File: src/rtl/xgapt_map.svh
// Register offsets, field positions, reset values and timing counts of the panel host
`ifndef XGAPT_MAP_SVH
`define XGAPT_MAP_SVH
`define XGAPT_REG_CTRL 4'h0
`define XGAPT_REG_DUTY 4'h4
`define XGAPT_REG_COLOUR 4'h8
`define XGAPT_REG_STATUS 4'hC
`define XGAPT_CTRL_POWER 0
`define XGAPT_CTRL_DEPTH8 1
`define XGAPT_CTRL_REVERSE 2
`define XGAPT_CTRL_RESET 3'h0
`define XGAPT_DUTY_RESET 7'h32
`define XGAPT_DUTY_MIN 7'h05
`define XGAPT_DUTY_MAX 7'h64
`define XGAPT_COLOUR_RESET 24'h000000
`define XGAPT_LINE_TOTAL 11'h540
`define XGAPT_LINE_ACTIVE 11'h400
`define XGAPT_HSYNC_START 11'h418
`define XGAPT_HSYNC_END 11'h4A0
`define XGAPT_FRAME_TOTAL_LINES 10'h326
`define XGAPT_FRAME_ACTIVE_LINES 10'h300
`define XGAPT_VSYNC_START 10'h303
`define XGAPT_VSYNC_END 10'h309
`define XGAPT_CLK_PERIOD_NS 100
`define XGAPT_MS_NS 1000000
`define XGAPT_PWM_STEPS 7'h64
`define XGAPT_PWM_PERIOD_MS 2
`define XGAPT_POWER_TO_VIDEO_DELAY_MS 9'h023
`define XGAPT_VIDEO_TO_PWM_MS 9'h0BE
`define XGAPT_PWM_TO_BACKLIGHT_ENABLE_DELAY_MS 9'h00A
`define XGAPT_VIDEO_OFF_TO_POWER_OFF_DELAY_MS 9'h00A
`define XGAPT_POWER_OFF_TO_BACKLIGHT_OFF_MS 9'h0BE
`define XGAPT_BACKLIGHT_OFF_TO_PWM_OFF_DELAY_MS 9'h001
`define XGAPT_PWM_OFF_TO_SUPPLY_OFF_MS 9'h001
`define XGAPT_RESTART_OFF_TIME_MS 9'h1F4
`endif

File: src/rtl/xgapt_pkg.sv
// Types shared by the panel host
package xgapt_pkg;
  typedef enum logic [3:0] {
    XGAPT_OFF = 4'h0,
    XGAPT_VDD_UP = 4'h1,
    XGAPT_VIDEO = 4'h3,
    XGAPT_PWM_UP = 4'h2,
    XGAPT_RUN = 4'h6,
    XGAPT_VID_DN = 4'h7,
    XGAPT_VDD_DN = 4'h5,
    XGAPT_BL_DN = 4'h4,
    XGAPT_PWM_DN = 4'hC,
    XGAPT_RESTART = 4'hD
  } xgapt_state_t;

  typedef struct packed {
    logic de;
    logic hs;
    logic vs;
    logic [7:0] red;
    logic [7:0] green;
    logic [7:0] blue;
  } xgapt_video_t;

  typedef struct packed {
    logic vdd_en;
    logic led_vin_en;
    logic pwm;
    logic bl_en;
  } xgapt_power_t;
endpackage : xgapt_pkg

File: src/rtl/xgapt_host.sv
// Host controller for the 1024x768 panel: timing, power and backlight sequencing
`timescale 1ns/1ps
`include "xgapt_map.svh"

module xgapt_host #(
  parameter int MS_CYCLES = `XGAPT_MS_NS / `XGAPT_CLK_PERIOD_NS
) (
  // Clock, reset, enable
  input wire logic mclk_in,
  input wire logic rst_n_in,
  input wire logic ce_in,
  // Wishbone slave
  input wire logic wb_cyc_in,
  input wire logic wb_stb_in,
  input wire logic wb_we_in,
  input wire logic [3:0] wb_adr_in,
  input wire logic [31:0] wb_dat_in,
  input wire logic [3:0] wb_sel_in,
  output logic [31:0] wb_dat_out,
  output logic wb_ack_out,
  // Panel link
  output logic pix_clk_out,
  output xgapt_pkg::xgapt_video_t video_out,
  output logic colour_depth_select_out,
  output logic scan_reverse_select_out,
  // Power and backlight
  output xgapt_pkg::xgapt_power_t power_out
);
  import xgapt_pkg::*;

  // Dimming step: one period lasts 2 ms, a step never below one cycle
  localparam int PWM_STEP_RAW = MS_CYCLES * `XGAPT_PWM_PERIOD_MS / `XGAPT_PWM_STEPS;
  localparam int PWM_STEP_CYCLES = (PWM_STEP_RAW > 0) ? PWM_STEP_RAW : 1;

  logic [2:0] ctrl_reg;
  logic [6:0] duty_reg;
  logic [23:0] colour_reg;
  logic [6:0] duty_next;
  logic wb_req;
  logic wb_wr;
  xgapt_state_t state_reg;
  xgapt_state_t state_next;
  logic [15:0] pre_reg;
  logic [8:0] ms_reg;
  logic [8:0] delay_ms;
  logic done;
  logic vid_on;
  logic [10:0] h_reg;
  logic [9:0] v_reg;
  logic [15:0] frame_reg;
  logic pix_adv;
  logic [15:0] step_pre_reg;
  logic [6:0] step_reg;
  logic pwm_run;

  // Bus handshake
  assign wb_req = wb_cyc_in & wb_stb_in & ~wb_ack_out;
  assign wb_wr = wb_req & wb_we_in;

  always_ff @(posedge mclk_in) begin
    if (!rst_n_in) begin
      wb_ack_out <= 1'b0;
    end else if (ce_in) begin
      wb_ack_out <= wb_req;
    end
  end

  // Read data
  always_ff @(posedge mclk_in) begin
    if (!rst_n_in) begin
      wb_dat_out <= 32'h00000000;
    end else if (ce_in) begin
      if (!wb_req) begin
        wb_dat_out <= 32'h00000000;
      end else if (wb_adr_in == `XGAPT_REG_CTRL) begin
        wb_dat_out <= {29'h00000000, ctrl_reg};
      end else if (wb_adr_in == `XGAPT_REG_DUTY) begin
        wb_dat_out <= {25'h0000000, duty_reg};
      end else if (wb_adr_in == `XGAPT_REG_COLOUR) begin
        wb_dat_out <= {8'h00, colour_reg};
      end else if (wb_adr_in == `XGAPT_REG_STATUS) begin
        wb_dat_out <= {frame_reg, 7'h00, vid_on, power_out, state_reg};
      end else begin
        wb_dat_out <= 32'h00000000;
      end
    end
  end

  // Control register
  always_ff @(posedge mclk_in) begin
    if (!rst_n_in) begin
      ctrl_reg <= `XGAPT_CTRL_RESET;
    end else if (ce_in && wb_wr && wb_sel_in[0] && wb_adr_in == `XGAPT_REG_CTRL) begin
      ctrl_reg <= wb_dat_in[2:0];
    end
  end

  always_comb begin
    duty_next = wb_dat_in[6:0];
    if (wb_dat_in[6:0] < `XGAPT_DUTY_MIN) begin
      duty_next = `XGAPT_DUTY_MIN;
    end else if (wb_dat_in[6:0] > `XGAPT_DUTY_MAX) begin
      duty_next = `XGAPT_DUTY_MAX;
    end
  end

  always_ff @(posedge mclk_in) begin
    if (!rst_n_in) begin
      duty_reg <= `XGAPT_DUTY_RESET;
    end else if (ce_in && wb_wr && wb_sel_in[0] && wb_adr_in == `XGAPT_REG_DUTY) begin
      duty_reg <= duty_next;
    end
  end

  // Fill colour, one byte lane each
  for (genvar b = 0; b < 3; b++) begin : g_colour
    always_ff @(posedge mclk_in) begin
      if (!rst_n_in) begin
        colour_reg[b*8 +: 8] <= 8'(`XGAPT_COLOUR_RESET >> (b * 8));
      end else if (ce_in && wb_wr && wb_sel_in[b] && wb_adr_in == `XGAPT_REG_COLOUR) begin
        colour_reg[b*8 +: 8] <= wb_dat_in[b*8 +: 8];
      end
    end
  end

  always_ff @(posedge mclk_in) begin
    if (!rst_n_in) begin
      pre_reg <= 16'h0000;
      ms_reg <= 9'h000;
    end else if (ce_in) begin
      if (state_reg != state_next) begin
        pre_reg <= 16'h0000;
        ms_reg <= 9'h000;
      end else if (pre_reg == 16'(MS_CYCLES - 1)) begin
        pre_reg <= 16'h0000;
        if (ms_reg != 9'h1FF) begin
          ms_reg <= ms_reg + 9'h001;
        end
      end else begin
        pre_reg <= pre_reg + 16'h0001;
      end
    end
  end

  always_comb begin
    case (state_reg)
      XGAPT_VDD_UP: delay_ms = `XGAPT_POWER_TO_VIDEO_DELAY_MS;
      XGAPT_VIDEO: delay_ms = `XGAPT_VIDEO_TO_PWM_MS;
      XGAPT_PWM_UP: delay_ms = `XGAPT_PWM_TO_BACKLIGHT_ENABLE_DELAY_MS;
      XGAPT_VID_DN: delay_ms = `XGAPT_VIDEO_OFF_TO_POWER_OFF_DELAY_MS;
      XGAPT_VDD_DN: delay_ms = `XGAPT_POWER_OFF_TO_BACKLIGHT_OFF_MS;
      XGAPT_BL_DN: delay_ms = `XGAPT_BACKLIGHT_OFF_TO_PWM_OFF_DELAY_MS;
      XGAPT_PWM_DN: delay_ms = `XGAPT_PWM_OFF_TO_SUPPLY_OFF_MS;
      XGAPT_RESTART: delay_ms = `XGAPT_RESTART_OFF_TIME_MS;
      default: delay_ms = 9'h000;
    endcase
  end

  assign done = ms_reg >= delay_ms;

  always_comb begin
    state_next = state_reg;
    case (state_reg)
      XGAPT_OFF: if (ctrl_reg[`XGAPT_CTRL_POWER]) state_next = XGAPT_VDD_UP;
      XGAPT_VDD_UP: if (done) state_next = XGAPT_VIDEO;
      XGAPT_VIDEO: if (done) state_next = XGAPT_PWM_UP;
      XGAPT_PWM_UP: if (done) state_next = XGAPT_RUN;
      XGAPT_RUN: if (!ctrl_reg[`XGAPT_CTRL_POWER]) state_next = XGAPT_VID_DN;
      XGAPT_VID_DN: if (done) state_next = XGAPT_VDD_DN;
      XGAPT_VDD_DN: if (done) state_next = XGAPT_BL_DN;
      XGAPT_BL_DN: if (done) state_next = XGAPT_PWM_DN;
      XGAPT_PWM_DN: if (done) state_next = XGAPT_RESTART;
      XGAPT_RESTART: if (done) state_next = XGAPT_OFF;
      default: state_next = XGAPT_RESTART;
    endcase
  end

  always_ff @(posedge mclk_in) begin
    if (!rst_n_in) begin
      state_reg <= XGAPT_RESTART;
    end else if (ce_in) begin
      state_reg <= state_next;
    end
  end

  assign vid_on = (state_reg == XGAPT_VIDEO) || (state_reg == XGAPT_PWM_UP) || (state_reg == XGAPT_RUN);
  assign pwm_run = (state_next == XGAPT_PWM_UP) || (state_next == XGAPT_RUN) || (state_next == XGAPT_VID_DN)
    || (state_next == XGAPT_VDD_DN) || (state_next == XGAPT_BL_DN);

  always_ff @(posedge mclk_in) begin
    if (!rst_n_in) begin
      step_pre_reg <= 16'h0000;
      step_reg <= 7'h00;
    end else if (ce_in) begin
      if (step_pre_reg == 16'(PWM_STEP_CYCLES - 1)) begin
        step_pre_reg <= 16'h0000;
        step_reg <= (step_reg == `XGAPT_PWM_STEPS - 7'h01) ? 7'h00 : step_reg + 7'h01;
      end else begin
        step_pre_reg <= step_pre_reg + 16'h0001;
      end
    end
  end

  always_ff @(posedge mclk_in) begin
    if (!rst_n_in) begin
      power_out <= '0;
    end else if (ce_in) begin
      power_out.vdd_en <= (state_next == XGAPT_VDD_UP) || (state_next == XGAPT_VIDEO)
        || (state_next == XGAPT_PWM_UP) || (state_next == XGAPT_RUN) || (state_next == XGAPT_VID_DN);
      power_out.led_vin_en <= pwm_run || (state_next == XGAPT_VIDEO) || (state_next == XGAPT_PWM_DN);
      power_out.pwm <= pwm_run && (step_reg < duty_reg);
      power_out.bl_en <= (state_next == XGAPT_RUN) || (state_next == XGAPT_VID_DN)
        || (state_next == XGAPT_VDD_DN);
    end
  end

  always_ff @(posedge mclk_in) begin
    if (!rst_n_in) begin
      pix_clk_out <= 1'b0;
    end else if (ce_in) begin
      pix_clk_out <= vid_on & ~pix_clk_out;
    end
  end

  assign pix_adv = pix_clk_out;

  always_ff @(posedge mclk_in) begin
    if (!rst_n_in) begin
      h_reg <= 11'h000;
      v_reg <= 10'h000;
      frame_reg <= 16'h0000;
    end else if (ce_in) begin
      if (!vid_on) begin
        h_reg <= 11'h000;
        v_reg <= 10'h000;
      end else if (pix_adv) begin
        if (h_reg == `XGAPT_LINE_TOTAL - 11'h001) begin
          h_reg <= 11'h000;
          if (v_reg == `XGAPT_FRAME_TOTAL_LINES - 10'h001) begin
            v_reg <= 10'h000;
            frame_reg <= frame_reg + 16'h0001;
          end else begin
            v_reg <= v_reg + 10'h001;
          end
        end else begin
          h_reg <= h_reg + 11'h001;
        end
      end
    end
  end

  always_ff @(posedge mclk_in) begin
    if (!rst_n_in) begin
      video_out <= '0;
    end else if (ce_in) begin
      if (!vid_on) begin
        video_out <= '0;
      end else if (pix_adv) begin
        video_out.de <= (h_reg < `XGAPT_LINE_ACTIVE) && (v_reg < `XGAPT_FRAME_ACTIVE_LINES);
        video_out.hs <= (h_reg >= `XGAPT_HSYNC_START) && (h_reg < `XGAPT_HSYNC_END);
        video_out.vs <= (v_reg >= `XGAPT_VSYNC_START) && (v_reg < `XGAPT_VSYNC_END);
        if ((h_reg < `XGAPT_LINE_ACTIVE) && (v_reg < `XGAPT_FRAME_ACTIVE_LINES)) begin
          // low bits dropped in 6-bit mode
          if (ctrl_reg[`XGAPT_CTRL_DEPTH8]) begin
            video_out.red <= colour_reg[23:16];
            video_out.green <= colour_reg[15:8];
            video_out.blue <= colour_reg[7:0];
          end else begin
            video_out.red <= {colour_reg[23:18], 2'h0};
            video_out.green <= {colour_reg[15:10], 2'h0};
            video_out.blue <= {colour_reg[7:2], 2'h0};
          end
        end else begin
          video_out.red <= 8'h00;
          video_out.green <= 8'h00;
          video_out.blue <= 8'h00;
        end
      end
    end
  end

  always_ff @(posedge mclk_in) begin
    if (!rst_n_in) begin
      colour_depth_select_out <= 1'b0;
      scan_reverse_select_out <= 1'b0;
    end else if (ce_in) begin
      colour_depth_select_out <= vid_on & ctrl_reg[`XGAPT_CTRL_DEPTH8];
      scan_reverse_select_out <= vid_on & ctrl_reg[`XGAPT_CTRL_REVERSE];
    end
  end
endmodule : xgapt_host

File: config.mk
export PLATFORM = sky130hd
export DESIGN_NAME = xgapt_host
export DESIGN_NICKNAME = d
export VERILOG_FILES = /design/src/rtl/xgapt_pkg.sv /design/src/rtl/xgapt_host.sv
export VERILOG_INCLUDE_DIRS = /design/src /design/src/rtl
export SDC_FILE = /design/constraint.sdc
export NUM_CORES = 1
export LEC_CHECK = 0
export ABC_AREA = 1
export BUFFER_PORTS_ARGS = -buffer_cell sky130_fd_sc_hd__buf_2
export CAP_MARGIN = 0
export CELL_PAD_IN_SITES_DETAIL_PLACEMENT = 0
export CELL_PAD_IN_SITES_GLOBAL_PLACEMENT = 1
export CORE_UTILIZATION = 42
export DETAILED_ROUTE_END_ITERATION = 10
export PLACE_DENSITY_LB_ADDON = 0.1
export SYNTH_ARGS = -nofsm -noshare
export SYNTH_HDL_FRONTEND = slang
export SYNTH_SLANG_ARGS = --single-unit
File: constraint.sdc
create_clock -name mclk_in -period 2.9 [get_ports mclk_in]
set_input_delay 0.58 -clock mclk_in [delete_from_list [all_inputs] [get_ports mclk_in]]
set_output_delay 0.58 -clock mclk_in [all_outputs]
set_load 0.02 [all_outputs]
==> flow_summary.json, run 1 <==
{
  "status": "finished clean",
  "cts-buffers-inserted": 17,
  "vias_per_cell": 5.11,
  "grt_pass1_wl_um": 40400,
  "crit_path_start_kind": "flop",
  "die_w_um": 150,
  "syn_nets": 1332,
  "postSynthAreaPerCell_um2": 7.28,
  "vias": 8420,
  "antenna_found_initial": 0,
  "rsz0062_at_grt": "no",
  "fillers": 2193,
  "crit_fanout": 18,
  "powerDensity_nw_per_um2": 578,
  "slowest_delay_ns": 0.38,
  "nets": 1432,
  "grt_max_degree": 51,
  "power_mw": 6.14,
  "max_cap_violations": 0,
  "start_util": 0.432,
  "ys_seq_elements": 196,
  "fin_skew_ns": 0.0184,
  "clk_pin_slew_ns": 0.08,
  "routedWlPerCell_um": 14.6,
  "async_flop_share": 0,
  "post-route-period-util": 0.889,
  "rows": 53,
  "worst_skew_pair.late_latency_ns": 0.44,
  "postRouteAntennaNets": 0,
  "root_buffer": "clkbuf_16",
  "p_leak_nw": 4.23,
  "fmax_mhz": 388,
  "path_cells": "inv_1 > ha_1 > inv_1 > nand2_1 > nand2_1 > nand3_1 > nand2_1 > nand2_1 > o21ai_1 > inv_1 > o21ai_1 > nand2_1 > nor2_4 > o21ai_2 > a21oi_1 > nor2_1",
  "synth_edf_count": 0,
  "utilization": 0.501,
  "cts.sinks": 196,
  "vdd_drop_max_mv": 0.286,
  "io_pins": 113,
  "core_area_um2": 21200,
  "cp_common_cell": "nand2_1",
  "hold_violations": 0,
  "drive_gt1_frac": 0.141,
  "hp-class": "in2reg",
  "layout_min_cycle_time_ns": 2.58,
  "gp_congestion": 0.839,
  "grt_pass1_vias": 7954,
  "gr-usage-all-layers": 0.228,
  "seq_area_frac_synth": 0.428,
  "path_class": "reg2reg",
  "area_delta_synth_final_pct": 15.9,
  "antennaDiodeCount": 0,
  "tightest_slew_ns": 0.688,
  "port_buffers": 103,
  "drt_iter0_markers": 374,
  "finalWirelength_um": 24100,
  "finalSetupViolCount": 0,
  "cp_slowest_cell": "dfxtp_1",
  "ys_dominant_reg_cell": "dfxtp_1",
  "fin_tns_setup_ns": 0,
  "die_y_um": 150,
  "cts_buffer_depth": 2,
  "h-tree-depth": 4,
  "firstDrtPassIters": 5,
  "end_kind": "flop",
  "whs_ns": 0.381,
  "ys_types": 49,
  "place_ws_ns": 0.213,
  "netlist_area_um2": 9170,
  "die_area_um2": 22400,
  "syn_inst": 1260,
  "timing.final.ws_setup_ns": 0.323,
  "required_ns": 3.23,
  "largest_register_ffs": 32,
  "cts_tree": "done",
  "worstPathArrival_ns": 2.90,
  "drc_errors": 0,
  "gr-total-overflow": 0,
  "post-cts-setup-buffer-count": 0,
  "slew_viol_final": 0,
  "ys_warn_count": 0,
  "max-slew-margin-rel": 0.541,
  "dp_hpwl_um": 17300
}
==> cells in the final DEF (no fill, tap or decap), types with 8 or more instances in the layout <==
master / count
a21oi_1: 130
buf_2: 103
buf_4: 20
clkbuf_16: 17
dfxtp_1: 196
ha_1: 26
inv_1: 147
inv_2: 8
nand2_1: 218
nand3_1: 92
nand4_1: 16
nor2_1: 133
nor3_1: 35
nor4_1: 10
o21a_1: 8
o21ai_0: 85
o22ai_1: 17
xor2_1: 20
==> per-stage QoR <==
| stage | area (µm²) | std cells |
|---|---|---|
| after detailed placement | 9990 | 1616 |
| after CTS | 10600 | 1648 |
| after global routing | 10600 | 1648 |
| final | 10600 | 1648 |
| after global placement | 9990 | 1616 |
| after floorplan | 9170 | 1260 |
==> power by group <==
group	internal [mW]	leakage (nW)	switching (mW)	total (mW)
clock	1.34	0.311	1.20	2.54
sequential	2.77	1.58	0.0836	2.85
combinational	0.258	2.33	0.497	0.755
total	4.36	4.23	1.78	6.14
==> worst paths after layout <==
kind / start / to / slack (ns) / cells past startpoint
worst min register to register: wb_dat_out[30] / wb_dat_out[30] / 0.46 / 2
worst min-delay path: wb_dat_in[22] / colour_reg[22] / 0.38 / 3
worst max register to register: ms_reg[0] / ms_reg[8] / 0.32 / 16
worst max-delay path: ms_reg[0] / ms_reg[8] / 0.32 / 16
==> cell type report <==
cell class,instances,area (µm²),area share
multi-input cells,866,4470,0.421
flip-flops and latches,196,3920,0.369
repair buffers,123,666,0.0626
clock inverters,15,206,0.0194
clock buffers,17,425,0.0400
inverters,156,588,0.0553
well taps,275,344,0.0324
==> cells in the mapped netlist (all sizes together), types with 3 or more instances <==
| cell | count | area (µm²) |
|---|---|---|
| a21oi | 131 | 667 |
| buf | 14 | 81.3 |
| o22ai | 17 | 106 |
| xor2 | 20 | 175 |
| dfxtp | 196 | 3920 |
| nor2 | 140 | 558 |
| o31ai | 5 | 37.5 |
| o211ai | 6 | 58.8 |
| nand3 | 94 | 480 |
| nor3b | 7 | 57.6 |
| or2 | 3 | 18.8 |
| a22oi | 3 | 22.5 |
| o21a | 8 | 60.1 |
| xnor2 | 3 | 26.3 |
| nand2 | 224 | 853 |
| nand4 | 17 | 113 |
| o221ai | 4 | 35.0 |
| nor4 | 10 | 62.6 |
| clkbuf | 28 | 105 |
| a211oi | 3 | 22.5 |
| nor3 | 40 | 231 |
| o21bai | 3 | 22.5 |
| a31oi | 3 | 18.8 |
| o21ai | 93 | 469 |
| inv | 156 | 588 |
| ha | 26 | 325 |
==> worst max-delay path, delay by kind of cell (launching register included) <==
kind / cells / cell delay (ns)
flip-flops: 1 / 0.38
AND/OR/NAND/NOR: 8 / 0.85
AO/OA/AOI/OAI: 4 / 0.76
buffers and inverters: 3 / 0.20
adder cells (fa/ha/maj): 1 / 0.29
==> cell families (layout without fill, tap and decap cells) <==
logic type               count (synthesis)  count (layout)  synth area share
AND/OR/NAND/NOR                        539             539             0.262
AO/OA/AOI/OAI                          278             278             0.168
buffers and inverters                  198             311            0.0845
flip-flops                             196             196             0.428
adder cells (fa/ha/maj)                 26              26            0.0355
XOR/XNOR                                23              23            0.0220
==> layer usage <==
layer,vias to the layer above,global-route usage,share of wire
met2,169,0.377,0.46
li1,4386,-,-
met1,3844,0.301,0.48
met5,-,0,0
met3,21,0.0457,0.046
met4,0,0.0576,0.012
==> repair_timing <==
action                     in CTS  in global routing
gates resized for setup         0                  1
hold buffers                    0                  0
setup endpoints to repair       0                  4
Note: power is estimated with default switching activity, not from simulation.
==> inputs of run 2 (changes only) <==
Settings changed: TNS_END_PERCENT set to 30.
Clock period 2.9 ns to 2.8 ns, I/O delays scaled along.
==> run 2 against run 1 <==
Against the previous run: worst setup slack gained 0.030 ns; total power grew 1.2%; fmax increased by 5.3%; flip-flop and latch count unchanged; clock power down 3%; core utilization up 0.12 points; worst hold slack got worse by 0.025 ns; design area up 0.24%; die area unchanged; first-iteration DRC count decreased by 8.8%.
==> flow_summary.json, run 2 (synthesis results as in run 1) <==
{
  "gp_congestion": 0.851,
  "drc_errors": 0,
  "r2r_setup_slack_ns": 0.35,
  "fmax_mhz": 409,
  "post-cts-setup-buffer-count": 0,
  "rows": 53,
  "required_ns": 3.14,
  "grt_pass1_vias": 8045,
  "start_util": 0.432,
  "port_buffers": 103,
  "register_area_um2": 3920,
  "die_w_um": 150,
  "hold_depth": 3,
  "post-place-cells": 1620,
  "vdd_drop_max_mv": 0.407,
  "io_pins": 113,
  "layout_min_cycle_time_ns": 2.45,
  "grt_pass1_wl_um": 40100,
  "routedWlPerCell_um": 14.6,
  "gr-usage-all-layers": 0.226,
  "reg2reg_from": "state_reg[0]",
  "topRoutingLayerUsed": "met4",
  "worst_skew_pair.late_latency_ns": 0.45,
  "dr_wl_met2_um": 11300,
  "nets": 1436,
  "layout_commonest_cell": "nand2_1",
  "r2r_cells": 10,
  "drive_gt1_frac": 0.145,
  "slew_viol_final": 0,
  "powerDensity_nw_per_um2": 584,
  "wl_met3_um": 1020,
  "cp-startpoint": "state_reg[0]",
  "cp_slowest_cell": "dfxtp_1",
  "p_leak_nw": 4.23,
  "firstDrtPassIters": 5,
  "area_delta_synth_final_pct": 16.2,
  "vias": 8383,
  "grt_max_degree": 71,
  "die_area_um2": 22400,
  "max-slew-margin-rel": 0.574,
  "clk_pin_slew_ns": 0.08,
  "place_ws_ns": 0.301,
  "dp_hpwl_um": 17400,
  "fin_tns_setup_ns": 0,
  "crit_path_start_kind": "flop",
  "vias_per_cell": 5.07,
  "hp-class": "in2reg",
  "postRouteAntennaNets": 0,
  "fin_skew_ns": 0.0185,
  "post-route-period-util": 0.874,
  "cts_hold_buf": 0,
  "wl_met1_um": 11500,
  "cts_buffer_depth": 2,
  "utilization": 0.502,
  "whs_ns": 0.356,
  "path_depth": 10,
  "path_class": "reg2reg",
  "fillers": 2176,
  "worstPathArrival_ns": 2.79,
  "drt_iter0_markers": 341,
  "status": "finished clean",
  "hp-start": "wb_dat_in[10]",
  "largest_register_ffs": 32,
  "h-tree-depth": 4,
  "final_cell_mix": "nand2_1, dfxtp_1, inv_1, nor2_1, a21oi_1",
  "crit_family": "compound AO/OA/AOI/OAI gates",
  "cts.sinks": 196,
  "rsz0062_at_grt": "no",
  "finalSetupViolCount": 0,
  "tightest_slew_ns": 0.638,
  "slowest_delay_ns": 0.49,
  "multi_input_area_um2": 4490,
  "core_area_um2": 21200,
  "cts_tree": "done",
  "root_buffer": "clkbuf_16",
  "finalWirelength_um": 24100,
  "die_y_um": 150,
  "cts_resized": 0,
  "path_buf_inv": 2,
  "cts-buffers-inserted": 17,
  "path_cells": "inv_2 > o211ai_4 > nand2_2 > nand2_2 > inv_2 > nor2_4 > nor2_1 > a21oi_4 > a21oi_1 > o21a_1",
  "gr-total-overflow": 0,
  "end_kind": "flop",
  "antenna_found_initial": 0,
  "antennaDiodeCount": 0,
  "max_cap_violations": 0,
  "hold_violations": 0,
  "timing.final.ws_setup_ns": 0.353,
  "fin_cells": 1652,
  "crit_fanout": 9
}
## run 2: path summary, 6_finish.rpt
kind,end
setup / recovery,v_reg[3]
hold / removal,colour_reg[10]
setup reg to reg,v_reg[3]
hold reg to reg,wb_dat_out[27]
## run 2: report_power, final
| group | internal [mW] | switching [mW] | total (mW) |
|---|---|---|---|
| combinational | 0.281 | 0.520 | 0.801 |
| sequential | 2.87 | 0.0877 | 2.95 |
| clock | 1.21 | 1.25 | 2.46 |
## run 2: stage by stage
stage | area (µm²) | power [mW]
finish | 10700 | 6.22
global route | 10700 | 6.54
CTS | 10600 | 6.28
detailed placement | 10000 | 3.81
global placement | 10000 | 3.81
floorplan | 9170 | 3.59
## run 2: worst min-delay path, delay by kind of cell
family	cells	cell delay, ns
buffers and inverters	1	0.09
AND/OR/NAND/NOR	1	0.05
AO/OA/AOI/OAI	1	0.05
## run 2: layout make-up
cell class / instances / area share
clock buffers: 17 / 0.0399
flip-flops and latches: 196 / 0.368
clock inverters: 15 / 0.0164
inverters: 156 / 0.0552
multi-input cells: 866 / 0.421
repair buffers: 127 / 0.0665
well taps: 275 / 0.0323
## run 2: routing by layer
layer	up-vias	global-route usage
li1	4400	-
met1	3822	0.293
met2	136	0.376
met3	25	0.0476
met4	0	0.0641
met5	-	0
